## src/hdl/sacc_pkg.sv

```systemverilog
package sacc_pkg;
    // Register byte addresses on the APB
    localparam logic [7:0] ADDR_CTRL_CHAN   = 8'h00;
    localparam logic [7:0] ADDR_CTRL_FMT    = 8'h04;
    localparam logic [7:0] ADDR_RESULT_HIGH = 8'h08;
    localparam logic [7:0] ADDR_RESULT_LOW  = 8'h0C;
    localparam logic [7:0] ADDR_IRQ         = 8'h10;
    localparam logic [7:0] ADDR_SYS         = 8'h14;
    // Field positions, first control register
    localparam int POS_ENABLE  = 0;
    localparam int POS_GO      = 1;
    localparam int POS_CHAN_LO = 2;
    // Field positions, second control register
    localparam int POS_REF_LO  = 0;
    localparam int POS_CLK_LO  = 4;
    localparam int POS_JUSTIFY = 7;
    // Field positions, interrupt register and system register
    localparam int POS_IRQ_FLAG   = 0;
    localparam int POS_IRQ_ENABLE = 1;
    localparam int POS_SLEEP      = 0;
    // Reset values
    localparam logic [7:0] RST_CTRL_CHAN = 8'h00;
    localparam logic [7:0] RST_CTRL_FMT  = 8'h00;
    // Clock select codes
    localparam logic [2:0] CLK_DIV2  = 3'h0;
    localparam logic [2:0] CLK_DIV8  = 3'h1;
    localparam logic [2:0] CLK_DIV32 = 3'h2;
    localparam logic [2:0] CLK_DIV4  = 3'h4;
    localparam logic [2:0] CLK_DIV16 = 3'h5;
    localparam logic [2:0] CLK_DIV64 = 3'h6;
    // Channel codes
    localparam logic [4:0] CHAN_LAST_PIN = 5'h1B;
    localparam logic [4:0] CHAN_TEMP     = 5'h1E;
    localparam logic [4:0] CHAN_FIXED    = 5'h1F;
    // Conversion timing in bit periods, counted in half periods
    localparam int          RESOLUTION   = 10;
    localparam logic [4:0]  CONV_HALVES  = 5'h17;  // 11.5 periods
    localparam logic [4:0]  FIRST_DECIDE = 5'h03;  // Half period of first bit
    // Extra instruction cycle before an RC-clocked start
    localparam int          INSTR_NS     = 200;
    localparam int          CLK_NS       = 40;
    localparam logic [7:0]  RC_DELAY_CYC =
        8'((INSTR_NS + CLK_NS - 1) / CLK_NS);
    // Sequencer request to the converter core
    typedef struct packed {
        logic       powered;   // Core supplied with operating current
        logic       sample;    // Sample-and-hold tracking input
        logic       decide;    // One-cycle bit-decision strobe
        logic [3:0] bit_index; // Bit under trial
        logic [9:0] trial;     // Trial code for the DAC
    } sacc_core_req_s;
endpackage : sacc_pkg

```

## src/hdl/sacc_tick_gen.sv

```systemverilog
// Half-period strobes of the bit conversion period
module sacc_tick_gen
    import sacc_pkg::*;
(
    input  wire logic       ref_clk,     // System clock
    input  wire logic       rst,         // Synchronous reset
    input  wire logic       run,         // Count while high
    input  wire logic [2:0] clk_sel,     // Conversion clock select
    input  wire logic       rc_clk_pin,  // Dedicated RC oscillator
    output logic            half_tick    // Half-period strobe
);
    logic [4:0] div_cnt;
    logic [4:0] next_div_cnt;
    logic [2:0] rc_sync;
    logic [2:0] next_rc_sync;
    logic       next_half_tick;
    logic [4:0] div_top;

    // Half-period length minus one, in system clocks, per select
    function automatic logic [4:0] half_len(input logic [2:0] sel);
        case (sel)
            CLK_DIV2:  half_len = 5'h00;
            CLK_DIV4:  half_len = 5'h01;
            CLK_DIV8:  half_len = 5'h03;
            CLK_DIV16: half_len = 5'h07;
            CLK_DIV32: half_len = 5'h0F;
            CLK_DIV64: half_len = 5'h1F;
            default:   half_len = 5'h00;
        endcase
    endfunction : half_len

    // Divider or RC edge detector on the synchronised oscillator
    always_comb begin
        div_top        = half_len(clk_sel);
        next_rc_sync   = {rc_sync[1:0], rc_clk_pin};
        next_div_cnt   = div_cnt;
        next_half_tick = 1'b0;
        if (!run) begin
            next_div_cnt = 5'h00;
        end else if (clk_sel[1:0] == 2'b11) begin
            next_half_tick = rc_sync[2] ^ rc_sync[1];
        end else if (div_cnt >= div_top) begin
            next_div_cnt   = 5'h00;
            next_half_tick = 1'b1;
        end else begin
            next_div_cnt = div_cnt + 5'h01;
        end
    end

    // State registers
    always_ff @(posedge ref_clk) begin
        if (rst) begin
            div_cnt   <= 5'h00;
            rc_sync   <= 3'h0;
            half_tick <= 1'b0;
        end else begin
            div_cnt   <= next_div_cnt;
            rc_sync   <= next_rc_sync;
            half_tick <= next_half_tick;
        end
    end
endmodule : sacc_tick_gen

```

## src/hdl/sacc_top.sv

```systemverilog
// Behaviour
// - Completion flag sets after every conversion, irrespective of irq enable.
// - Completion flag holds until software clears it.
// - In sleep with irq enabled, completion raises irq and wake.
// - Enable bit powers converter; writing go bit starts conversion.
// - Completion clears go, sets flag, loads both result registers.
// - Clearing go aborts; undecided bits copy the last decided bit.
// - Reset restores registers, powers off, ends any conversion.
// - RC clock start waits one extra instruction cycle.
// - Sleep, RC clock, irq off: power down after completion.
// - Non-RC clock, entering sleep aborts and powers down.
// - Compare trigger sets go and resets its timer.
// - Right justify: high register upper six bits zero.
// - Left justify: low register lower six bits zero.
// - Clock select picks system divide or RC clock.
// - Channel select routes inputs, temperature, fixed reference, none.
// - Reference select: supply, external pin, fixed reference.
// - Enable bit low keeps converter unpowered.
// - Unimplemented control bits read zero; control resets to zero.
// - Conversion takes 11.5 bit periods.
// - Left justify places bits 9..2 high, 1..0 low top.
//
// Added by the designer: the APB slave port and the address map.
module sacc_top
    import sacc_pkg::*;
(
    input  wire logic        ref_clk,       // 25 MHz system clock
    input  wire logic        rst,           // Synchronous reset
    input  wire logic        psel,          // APB select
    input  wire logic        penable,       // APB enable
    input  wire logic        pwrite,        // APB direction
    input  wire logic [7:0]  paddr,         // APB byte address
    input  wire logic [31:0] pwdata,        // APB write data
    output logic [31:0]      prdata,        // APB read data
    output logic             pready,        // APB ready
    output logic             pslverr,       // APB error
    input  wire logic        rc_clk_pin,    // Dedicated RC oscillator
    input  wire logic        special_trig,  // Compare trigger pulse
    input  wire logic        comp_pin,      // Comparator from core
    output sacc_core_req_s   core_req,      // Request to converter core
    output logic [4:0]       input_channel_sel, // Mux channel code
    output logic             chan_connected,    // Mux path closed
    output logic [1:0]       pos_ref_sel,       // Positive reference
    output logic             timer_reset,   // Reset of trigger timer
    output logic             conv_irq,      // Completion interrupt
    output logic             wake_req       // Sleep wake request
);
    typedef enum logic [3:0] {
        ST_IDLE  = 4'b0001,
        ST_DELAY = 4'b0010,
        ST_CONV  = 4'b0100,
        ST_OFF   = 4'b1000
    } sacc_state_e;

    // Control state and its next values
    logic [7:0]  ctrl_chan;
    logic [7:0]  ctrl_fmt;
    logic [7:0]  result_high;
    logic [7:0]  result_low;
    logic        conv_done_flag;
    logic        conv_irq_enable;
    logic        sleep_mode;
    logic [7:0]  next_ctrl_chan;
    logic [7:0]  next_ctrl_fmt;
    logic [7:0]  next_result_high;
    logic [7:0]  next_result_low;
    logic        next_conv_done_flag;
    logic        next_conv_irq_enable;
    logic        next_sleep_mode;
    // Sequencer state
    sacc_state_e state;
    sacc_state_e next_state;
    logic [4:0]  halves;
    logic [4:0]  next_halves;
    logic [7:0]  delay_cnt;
    logic [7:0]  next_delay_cnt;
    logic [9:0]  sar;
    logic [9:0]  next_sar;
    logic [3:0]  bit_idx;
    logic [3:0]  next_bit_idx;
    logic [1:0]  comp_sync;
    logic [1:0]  trig_sync;
    logic        trig_prev;
    // Outputs and their next values
    logic [31:0]    next_prdata;
    logic           next_pready;
    logic           next_pslverr;
    sacc_core_req_s next_core_req;
    logic           next_chan_connected;
    logic           next_timer_reset;
    logic           next_conv_irq;
    logic           next_wake_req;
    // Internal decode
    logic        half_tick;
    logic        bus_wr;
    logic        bus_rd;
    logic        is_rc;
    logic        finish;
    logic [9:0]  loaded;
    logic        trig_rise;

    // Conversion clock strobes
    sacc_tick_gen u_tick (
        .ref_clk    (ref_clk),
        .rst        (rst),
        .run        (state == ST_CONV),
        .clk_sel    (ctrl_fmt[POS_CLK_LO +: 3]),
        .rc_clk_pin (rc_clk_pin),
        .half_tick  (half_tick)
    );

    // Fill undecided bits with the last decided one
    function automatic logic [9:0] fill_partial(input logic [9:0] v,
                                                input logic [3:0] idx);
        logic [9:0] r;
        r = v;
        for (int i = 0; i < RESOLUTION; i++) begin
            if (i <= int'(idx) && int'(idx) < RESOLUTION - 1) begin
                r[i] = v[idx + 4'h1];
            end
        end
        fill_partial = r;
    endfunction : fill_partial

    // APB handshake: one wait state before ready in each access phase
    always_comb begin
        bus_wr    = psel && penable && pwrite && !pready;
        bus_rd    = psel && penable && !pwrite && !pready;
        is_rc     = ctrl_fmt[POS_CLK_LO + 1 +: 2] == 2'b11
                    || ctrl_fmt[POS_CLK_LO +: 2] == 2'b11;
        is_rc     = ctrl_fmt[POS_CLK_LO +: 2] == 2'b11;
        trig_rise = trig_sync[1] && !trig_prev;
    end

    // Sequencer and register next values
    always_comb begin
        next_ctrl_chan       = ctrl_chan;
        next_ctrl_fmt        = ctrl_fmt;
        next_result_high     = result_high;
        next_result_low      = result_low;
        next_conv_done_flag  = conv_done_flag;
        next_conv_irq_enable = conv_irq_enable;
        next_sleep_mode      = sleep_mode;
        next_state           = state;
        next_halves          = halves;
        next_delay_cnt       = delay_cnt;
        next_sar             = sar;
        next_bit_idx         = bit_idx;
        next_timer_reset     = 1'b0;
        finish               = 1'b0;
        loaded               = sar;
        // Register writes
        if (bus_wr) begin
            case (paddr)
                ADDR_CTRL_CHAN: next_ctrl_chan = {1'b0, pwdata[6:0]};
                ADDR_CTRL_FMT:  next_ctrl_fmt  =
                    {pwdata[7:4], 2'b00, pwdata[1:0]};
                ADDR_RESULT_HIGH: next_result_high = pwdata[7:0];
                ADDR_RESULT_LOW:  next_result_low  = pwdata[7:0];
                ADDR_IRQ: begin
                    next_conv_done_flag  = pwdata[POS_IRQ_FLAG];
                    next_conv_irq_enable = pwdata[POS_IRQ_ENABLE];
                end
                ADDR_SYS: next_sleep_mode = pwdata[POS_SLEEP];
                default: ;
            endcase
        end
        // Hardware start from the compare trigger
        if (trig_rise) begin
            next_ctrl_chan[POS_GO] = 1'b1;
            next_timer_reset       = 1'b1;
        end
        // Disabled module: go cannot be set
        if (!next_ctrl_chan[POS_ENABLE]) begin
            next_ctrl_chan[POS_GO] = 1'b0;
        end
        case (state)
            ST_IDLE: begin
                if (next_ctrl_chan[POS_GO] && !ctrl_chan[POS_GO]) begin
                    next_sar       = 10'h000;
                    next_bit_idx   = 4'h9;
                    next_halves    = 5'h00;
                    next_delay_cnt = RC_DELAY_CYC;
                    next_state     = is_rc ? ST_DELAY : ST_CONV;
                end
            end
            ST_DELAY: begin
                next_delay_cnt = delay_cnt - 8'h01;
                if (delay_cnt == 8'h01) begin
                    next_state = ST_CONV;
                end
            end
            ST_CONV: begin
                if (half_tick) begin
                    next_halves = halves + 5'h01;
                    // Decide a bit every second half period
                    if (halves >= FIRST_DECIDE && halves[0]
                            && bit_idx < 4'hA) begin
                        next_sar[bit_idx] = comp_sync[1];
                        next_bit_idx      = bit_idx - 4'h1;
                    end
                    if (halves == CONV_HALVES - 5'h01) begin
                        finish = 1'b1;
                    end
                end
            end
            ST_OFF: begin
                if (!sleep_mode || !ctrl_chan[POS_ENABLE]) begin
                    next_state = ST_IDLE;
                end
            end
            default: next_state = ST_IDLE;
        endcase
        // Abort by software clear, sleep without RC, or disable
        if (state == ST_CONV || state == ST_DELAY) begin
            if (sleep_mode && !is_rc) begin
                next_ctrl_chan[POS_GO] = 1'b0;
                next_state             = ST_OFF;
            end else if (!next_ctrl_chan[POS_GO] && !finish) begin
                next_state = ST_IDLE;
                if (state == ST_CONV) begin
                    finish = 1'b1;
                    loaded = fill_partial(sar, bit_idx);
                end
            end
        end
        // Completion: clear go, set flag, load result
        if (finish) begin
            if (state == ST_CONV && next_ctrl_chan[POS_GO]) begin
                loaded = next_sar;
            end
            next_ctrl_chan[POS_GO] = 1'b0;
            next_conv_done_flag    = 1'b1;
            if (ctrl_fmt[POS_JUSTIFY]) begin
                next_result_high = {6'h00, loaded[9:8]};
                next_result_low  = loaded[7:0];
            end else begin
                next_result_high = loaded[9:2];
                next_result_low  = {loaded[1:0], 6'h00};
            end
            next_state = (sleep_mode && is_rc && !conv_irq_enable)
                       ? ST_OFF : ST_IDLE;
        end
        if (!next_ctrl_chan[POS_ENABLE]) begin
            next_state = ST_IDLE;
        end
    end

    // Output next values
    always_comb begin
        next_prdata  = prdata;
        next_pready  = psel && penable && !pready;
        next_pslverr = 1'b0;
        if (bus_rd || bus_wr) begin
            next_prdata = 32'h0000_0000;
            case (paddr)
                ADDR_CTRL_CHAN:   next_prdata[7:0] = ctrl_chan;
                ADDR_CTRL_FMT:    next_prdata[7:0] = ctrl_fmt;
                ADDR_RESULT_HIGH: next_prdata[7:0] = result_high;
                ADDR_RESULT_LOW:  next_prdata[7:0] = result_low;
                ADDR_IRQ: next_prdata[1:0] = {conv_irq_enable, conv_done_flag};
                ADDR_SYS:         next_prdata[0]   = sleep_mode;
                default:          next_pslverr     = 1'b1;
            endcase
            if (bus_wr) begin
                next_prdata = 32'h0000_0000;
            end
        end
        next_core_req.powered   = next_ctrl_chan[POS_ENABLE]
                                  && next_state != ST_OFF;
        next_core_req.sample    = next_core_req.powered
                                  && next_state == ST_IDLE;
        next_core_req.decide    = next_state == ST_CONV && half_tick
                                  && halves >= FIRST_DECIDE && halves[0]
                                  && bit_idx < 4'hA;
        next_core_req.bit_index = next_bit_idx;
        next_core_req.trial     = next_sar
                                  | ((next_bit_idx < 4'hA)
                                     ? (10'h001 << next_bit_idx) : 10'h000);
        next_chan_connected = next_ctrl_chan[POS_CHAN_LO +: 5] <= CHAN_LAST_PIN
            || next_ctrl_chan[POS_CHAN_LO +: 5] >= CHAN_TEMP;
        next_conv_irq  = next_conv_done_flag && next_conv_irq_enable;
        next_wake_req  = next_conv_irq && next_sleep_mode;
    end

    // Registers, all reset; state to ST_IDLE, the rest cleared
    always_ff @(posedge ref_clk) begin
        if (rst) begin
            ctrl_chan         <= RST_CTRL_CHAN;
            ctrl_fmt          <= RST_CTRL_FMT;
            result_high       <= 8'h00;
            result_low        <= 8'h00;
            conv_done_flag    <= 1'b0;
            conv_irq_enable   <= 1'b0;
            sleep_mode        <= 1'b0;
            state             <= ST_IDLE;
            halves            <= 5'h00;
            delay_cnt         <= 8'h00;
            sar               <= 10'h000;
            bit_idx           <= 4'h0;
            comp_sync         <= 2'h0;
            trig_sync         <= 2'h0;
            trig_prev         <= 1'b0;
            prdata            <= 32'h0000_0000;
            pready            <= 1'b0;
            pslverr           <= 1'b0;
            core_req          <= '0;
            input_channel_sel <= 5'h00;
            chan_connected    <= 1'b0;
            pos_ref_sel       <= 2'h0;
            timer_reset       <= 1'b0;
            conv_irq          <= 1'b0;
            wake_req          <= 1'b0;
        end else begin
            ctrl_chan         <= next_ctrl_chan;
            ctrl_fmt          <= next_ctrl_fmt;
            result_high       <= next_result_high;
            result_low        <= next_result_low;
            conv_done_flag    <= next_conv_done_flag;
            conv_irq_enable   <= next_conv_irq_enable;
            sleep_mode        <= next_sleep_mode;
            state             <= next_state;
            halves            <= next_halves;
            delay_cnt         <= next_delay_cnt;
            sar               <= next_sar;
            bit_idx           <= next_bit_idx;
            comp_sync         <= {comp_sync[0], comp_pin};
            trig_sync         <= {trig_sync[0], special_trig};
            trig_prev         <= trig_sync[1];
            prdata            <= next_prdata;
            pready            <= next_pready;
            pslverr           <= next_pslverr;
            core_req          <= next_core_req;
            input_channel_sel <= next_ctrl_chan[POS_CHAN_LO +: 5];
            chan_connected    <= next_chan_connected;
            pos_ref_sel       <= next_ctrl_fmt[POS_REF_LO +: 2];
            timer_reset       <= next_timer_reset;
            conv_irq          <= next_conv_irq;
            wake_req          <= next_wake_req;
        end
    end
endmodule : sacc_top

```

## config.mk

```make
export PLATFORM = sky130hd
export DESIGN_NAME = sacc_top
export DESIGN_NICKNAME = d
export VERILOG_FILES = /design/src/hdl/sacc_pkg.sv /design/src/hdl/sacc_tick_gen.sv /design/src/hdl/sacc_top.sv
export SDC_FILE = /design/constraint.sdc
export NUM_CORES = 1
export LEC_CHECK = 0
export ABC_AREA = 1
export BUFFER_PORTS_ARGS = -buffer_cell sky130_fd_sc_hd__buf_4
export CORE_ASPECT_RATIO = 1.25
export CORE_MARGIN = 3
export CORE_UTILIZATION = 55
export DETAILED_ROUTE_END_ITERATION = 10
export GPL_ROUTABILITY_DRIVEN = 1
export GPL_TIMING_DRIVEN = 0
export PLACE_DENSITY_LB_ADDON = 0.2
export SLEW_MARGIN = 10
export SYNTH_ARGS = -nofsm -noshare
export SYNTH_HDL_FRONTEND = slang
export SYNTH_SLANG_ARGS = --single-unit
```

## constraint.sdc

```tcl
create_clock -name ref_clk -period 4.3 [get_ports ref_clk]
set_clock_uncertainty 0.1 [all_clocks]
set_input_delay 0.215 -clock ref_clk [delete_from_list [all_inputs] [get_ports ref_clk]]
set_output_delay 0.215 -clock ref_clk [all_outputs]
set_load 0.01 [all_outputs]
```

Word-level counts from Yosys, hierarchy flattened
Index checks and enable logic that the tools add are counted.

cells by class
  add/subtract/negate cells = 5
  $lt $le $gt $ge = 19
  eq/ne operators = 22
  shift-type cells = 1
  multiplexer cells = 83
  bitwise operators = 4
  reductions and logical operators = 62

operators by type and width
  kind                    number
  $mux W10                9
  $mux W8                 10
  $mux W4                 12
  $mux W1                 34
  $logic_and A1 B1 Y1     33
  $pmux W5 S5             1
  $pmux W6 S4             1
  $pmux W10 S2            1
  $eq A8 B4 Y1 const B    2
  $eq A8 B5 Y1 const B    2
  $le A3 B4 Y1 const A    4
  $pmux W4 S4             1
  $pmux W8 S2             1
  $mux W5                 3
  $mux W7                 2
  $lt A4 B4 Y1 const B    3
  $add A5 B1 Y5 const B   2
  $bwmux W10              1
  $logic_not A1 Y1        10
  $lt A4 B5 Y1 const B    2
  $or A10 B10 Y10         1
  $pmux W5 S2             1
  $reduce_bool A2 Y1      5
  $shl A1 B4 Y10 const A  1
  other kinds (38)        54

word-level totals
  register bits after elaboration = 133
  input port bits = 48
  output and inout bits = 62
  word-level logic and storage cells = 228

Logic depth before layout (Yosys ltp)
  word-level depth = 19
  mapped depth = 17
  mapped depth without buffers = 16

By module
From an unflattened synthesis, not the netlist that was laid out.

second synthesis, totals
  cell total of the unflattened synthesis = 888
  area total of the unflattened synthesis = 5977.0 µm²

modules (own cells, without submodules)
  module         instances  cells an instance  area each (µm²)  seq. area each (µm²)
  sacc_top       1          820                5470.2           1901.8
  sacc_tick_gen  1          68                 506.7            180.2

Worst setup path before layout
No wires, ideal clock.

  path kind = register to register
  start point = register ctrl_fmt[4]
  end point = register u_tick.div_cnt[0]
  setup time = 0.078 ns
  arrival time = 2.097 ns
  data required time = 4.122 ns
  setup slack = 2.025 ns
  stages on the path, launching flop included = 14
  buffers on the path = 0
  period minus slack after synthesis = 2.275 ns
  cells stage by stage = dfxtp_1 -> inv_1 -> ha_1 -> inv_1 -> nand2_1 -> ha_1 -> o21a_1 -> o21a_1 -> o21a_1 -> o21ai_0 -> nand2_1 -> nand2_1 -> nand2_1 -> nor3_1

on the way
  word-level cells in the longest chain between the ends = 4
  elaborated cells on any way between the ends = 9
  classes of those cells = order compare (1); eq/ne (6); mux (2)

RTL lines
  what                                        RTL line             source
  start, declared                             sacc_top.sv:57       logic [7:0] ctrl_fmt;
  start signal, assigned                      sacc_top.sv:316      ctrl_fmt <= next_ctrl_fmt;
  $eq A3 B3 Y1, or another cell as far along  sacc_tick_gen.sv:21  case (sel)
  $pmux W5 S5                                 sacc_tick_gen.sv:21
  $ge A5 B5 Y1                                sacc_tick_gen.sv:42  end else if (div_cnt >= div_top) begin
  $mux W5                                     sacc_tick_gen.sv:42
  end signal, assigned                        sacc_tick_gen.sv:57  div_cnt <= next_div_cnt;
  end, declared                               sacc_tick_gen.sv:12  logic [4:0] div_cnt;

Several ways; a longest one is shown, not always the timed one.
A chain may end at the register's enable or synchronous reset.

Final worst setup path
Ends and elaborated chain as after synthesis.

==> run_results.csv <==
group,metric,value,unit
cells_and_area,nNetsFinal,1032,
timing,hold_violations,0,
cells_and_area,layout-drive-gt1-share,16.9,%
cells_and_area,fin_util,66.1,%
yosys,synth_edf_count,0,
power_and_ir_drop,swShare,23.7,%
yosys,async_reset_ff_share,0,%
run_status,status,"finished clean",
route,wl_per_cell,14.1,µm
route,drt_iter0_drc,316,
route,route.detailed.drc,0,
yosys,syn-mean-instance-area,6.96,µm²
timing,final.setup.tns,0,ns
global_routing,grt.overflow.total,0,
worst_setup_path,start_kind,"register",
timing,drv_slew,0,
route,avgViaCountPerCell,5.27,
power_and_ir_drop,power_frac_clock,42.7,%
yosys,synth_fa_ha_area_share,3.94,%
yosys,yosysTopAreaCellShare,34.5,%
worst_setup_path,slowest_stage,"dfxtp_1",
global_routing,grt_antenna_before_repair,0,
power_and_ir_drop,ir_worst_vdd,0.000176,V
worst_setup_path,critical_path_class,"reg2reg",
yosys,yosysTopAreaCell,"dfxtp_1",
worst_setup_path,cpPeakStageDelay,0.46,ns
timing,rsz0062_at_grt,"no",
global_routing,grt_pass1_wl,25.5,mm
yosys,synth-simple-area-share,32.1,%
yosys,seq_area_frac_synth,34.5,%
global_routing,grt_pass1_vias,5368,
yosys,synthXorXnorAreaFrac,0.725,%
route,routed_wl,15.6,mm
timing,relSlewSlack,22.0,%
timing,setup_viol,0,
cts,postCtsSetupBuffers,0,
timing,max_freq,381,MHz
yosys,synth.most_common_cell,"nand2_1",
cts,postCtsResizedCells,0,
power_and_ir_drop,leakage,3.23,nW
floorplanning,num_io_pins,110,
place,dpl-instance-area,6740,µm²
yosys,synth.yosys.warnings,0,
place,hpwl,12.1,mm
cts,holdBufCountCts,3,
yosys,ys_ff_latch,104,
floorplanning,die_area,12300,µm²
cts,clk-insertion-delay-late,0.35,ns
route,ant_nets,0,
place,io_buffers,60,
worst_hold_path,hp-class,"in2reg",
power_and_ir_drop,powerDensity,265,nW/µm²
global_routing,grt_max_degree,18,
worst_setup_path,arrival,2.80,ns
floorplanning,core,10700,µm²
floorplanning,die_w,99.7,µm
worst_setup_path,end_kind,"register",
cts,cts_sinks,104,
cts,clockBufferDepth,2,
cells_and_area,num_antenna_cells,0,
yosys,synth_compound_area_share,14.4,%
flow_run,cap_violations,0,
cts,tritoncts,"done",
power_and_ir_drop,combPwrFrac,5.5,%
cts,cts_root_buf,"clkbuf_16",
yosys,synth_area,6040,µm²
timing,finalCriticalPeriod,2.63,ns
floorplanning,core.rowCount,42,
route,drt_pass1_iterations,5,
cts,cts_made_buffers,9,
power_and_ir_drop,total_power,1.87,mW
power_and_ir_drop,switchingPower,444,µW
yosys,synth_top_family_by_area,"simple AND/OR/NAND/NOR gates",
yosys,ys_types,51,
place,gp_congestion,0.961,
floorplanning,die-height,123,µm
power_and_ir_drop,seq_power_share,51.8,%
timing,max_slew.worst_pin.slew,1.16,ns
worst_setup_path,path_max_fanout,5,
yosys,synthMuxAreaShare,0,%
power_and_ir_drop,power.internal,1.43,mW
yosys,synth_common_cells,"nand2_1 (139), inv_1 (120), nor2_1 (108), dfxtp_1 (104), nand3_1 (84)",
route,vias,5812,
cts,clkSlewWorstSetupHoldPaths,0.07,ns
timing,period_share,61.1,%
cells_and_area,area_growth,16.8,%
cts,htreeDepth,3,
worst_setup_path,timing.critical_path.mode_cell,"nand2_1",
yosys,syn_inst,868,
floorplanning,initial_utilization,56.6,%
worst_setup_path,critPathRequiredTime,4.47,ns
cells_and_area,design_area,7050,µm²
yosys,synth_flop_cell,"dfxtp_1",
global_routing,grtUsageTotal,26.1,%
yosys,synth_area_leaders,"dfxtp_1 (34%), nand2_1 (8.6%), inv_1 (7.5%)",
worst_setup_path,path_cells,"inv_1 > ha_1 > inv_1 > nand2_1 > ha_1 > o21a_1 > o21a_1 > o21a_1 > o21ai_0 > nand2_1 > nand2_1 > nand2_1 > nor3_1",
final timing paths:
check / start / endpoint / slack, ns / cells after the start
max reg2reg: ctrl_fmt[4]$_SDFFE_PP0P_ / u_tick.div_cnt[0]$_SDFFE_PP0N_ / 1.67 / 13
max: ctrl_fmt[4]$_SDFFE_PP0P_ / u_tick.div_cnt[0]$_SDFFE_PP0N_ / 1.67 / 13
min: pwdata[2] / input_channel_sel[0]$_SDFF_PP0_ / 0.03 / 3
min reg2reg: trig_sync[0]$_SDFF_PP0_ / trig_sync[1]$_SDFF_PP0_ / 0.31 / 2
placed cells by master, fill, tap and decap left out, types with 4 or more instances in the layout:
master,n
o2111ai_1,4
inv_2,9
nor2_1,108
nand4_1,17
inv_1,120
o21ai_1,11
nand2_4,6
dfxtp_1,104
conb_1,24
o211ai_1,6
nand3_1,84
nand3_2,5
buf_4,92
ha_1,19
clkbuf_1,19
clkbuf_16,9
o21ai_0,46
xor2_1,5
nand2_2,4
a21oi_1,64
nand3b_1,4
nor3_1,10
buf_6,6
nor2_4,6
nand2_1,139
power by group through the flow:
stage          combinational [mW]  clock [mW]  sequential, mW
6_report                    0.103       0.798           0.970
3_5_place_dp               0.0998           0           0.993
3_3_place_gp               0.0989           0           0.992
2_1_floorplan              0.0612           0           0.993
4_1_cts                     0.102       0.808           0.970
5_1_grt                     0.113       0.841           0.970
critical path, delay by kind of cell, from the launching register on:
kind	cells	cell delay, ns
adders and majority gates	2	0.58
buffers and inverters	2	0.21
and+or+nand+nor	5	0.48
DFF	1	0.46
AOI/OAI and AO/OA	4	0.71
kinds of logic after synthesis:
logic type,count (synthesis)
adders and majority gates,19
xor gates and xnor gates,5
AOI/OAI and AO/OA,151
buffers and inverters,186
other,1
DFF,104
and+or+nand+nor,402
stage by stage:
stage                     hold slack, ns  instances  setup WS (ns)
final                             0.0332       1102           1.67
after global routing              0.0430       1102           1.46
after CTS                         0.0312       1102           1.66
after detailed placement           0.299       1083           1.68
after global placement             0.289       1083           1.77
after floorplan                    0.222        891           2.03
per-layer routing:
| metal | up-vias | global-route usage (%) | wire length [µm] |
|---|---|---|---|
| met1 | 2597 | 31.9 | 6480 |
| met4 | 0 | 12.9 | 630 |
| met5 | - | 0 | 0 |
| li1 | 2964 | - | - |
| met2 | 211 | 44.4 | 7480 |
| met3 | 40 | 4.12 | 992 |
layout make-up:
type | count | area (µm²)
buffer | 56 | 377
clock buffer | 12 | 246
clock inverter | 4 | 36.3
fill | 1020 | 3610
inverter | 130 | 488
multi-input combinational | 601 | 3180
sequential | 104 | 2080
tap | 132 | 165
timing repair buffer | 63 | 480
state kept, by name, indices dropped and copies added, names as in the netlist, 2 cells and up:
register / cells
bit_idx: 4
comp_sync: 2
core_req: 13
ctrl_chan: 2
ctrl_fmt: 6
delay_cnt: 8
halves: 5
input_channel_sel: 5
prdata: 8
result_high: 8
result_low: 8
sar: 10
state: 4
trig_sync: 2
u_tick.div_cnt: 5
u_tick.rc_sync: 3
Note: power is estimated with default switching activity, not from simulation.
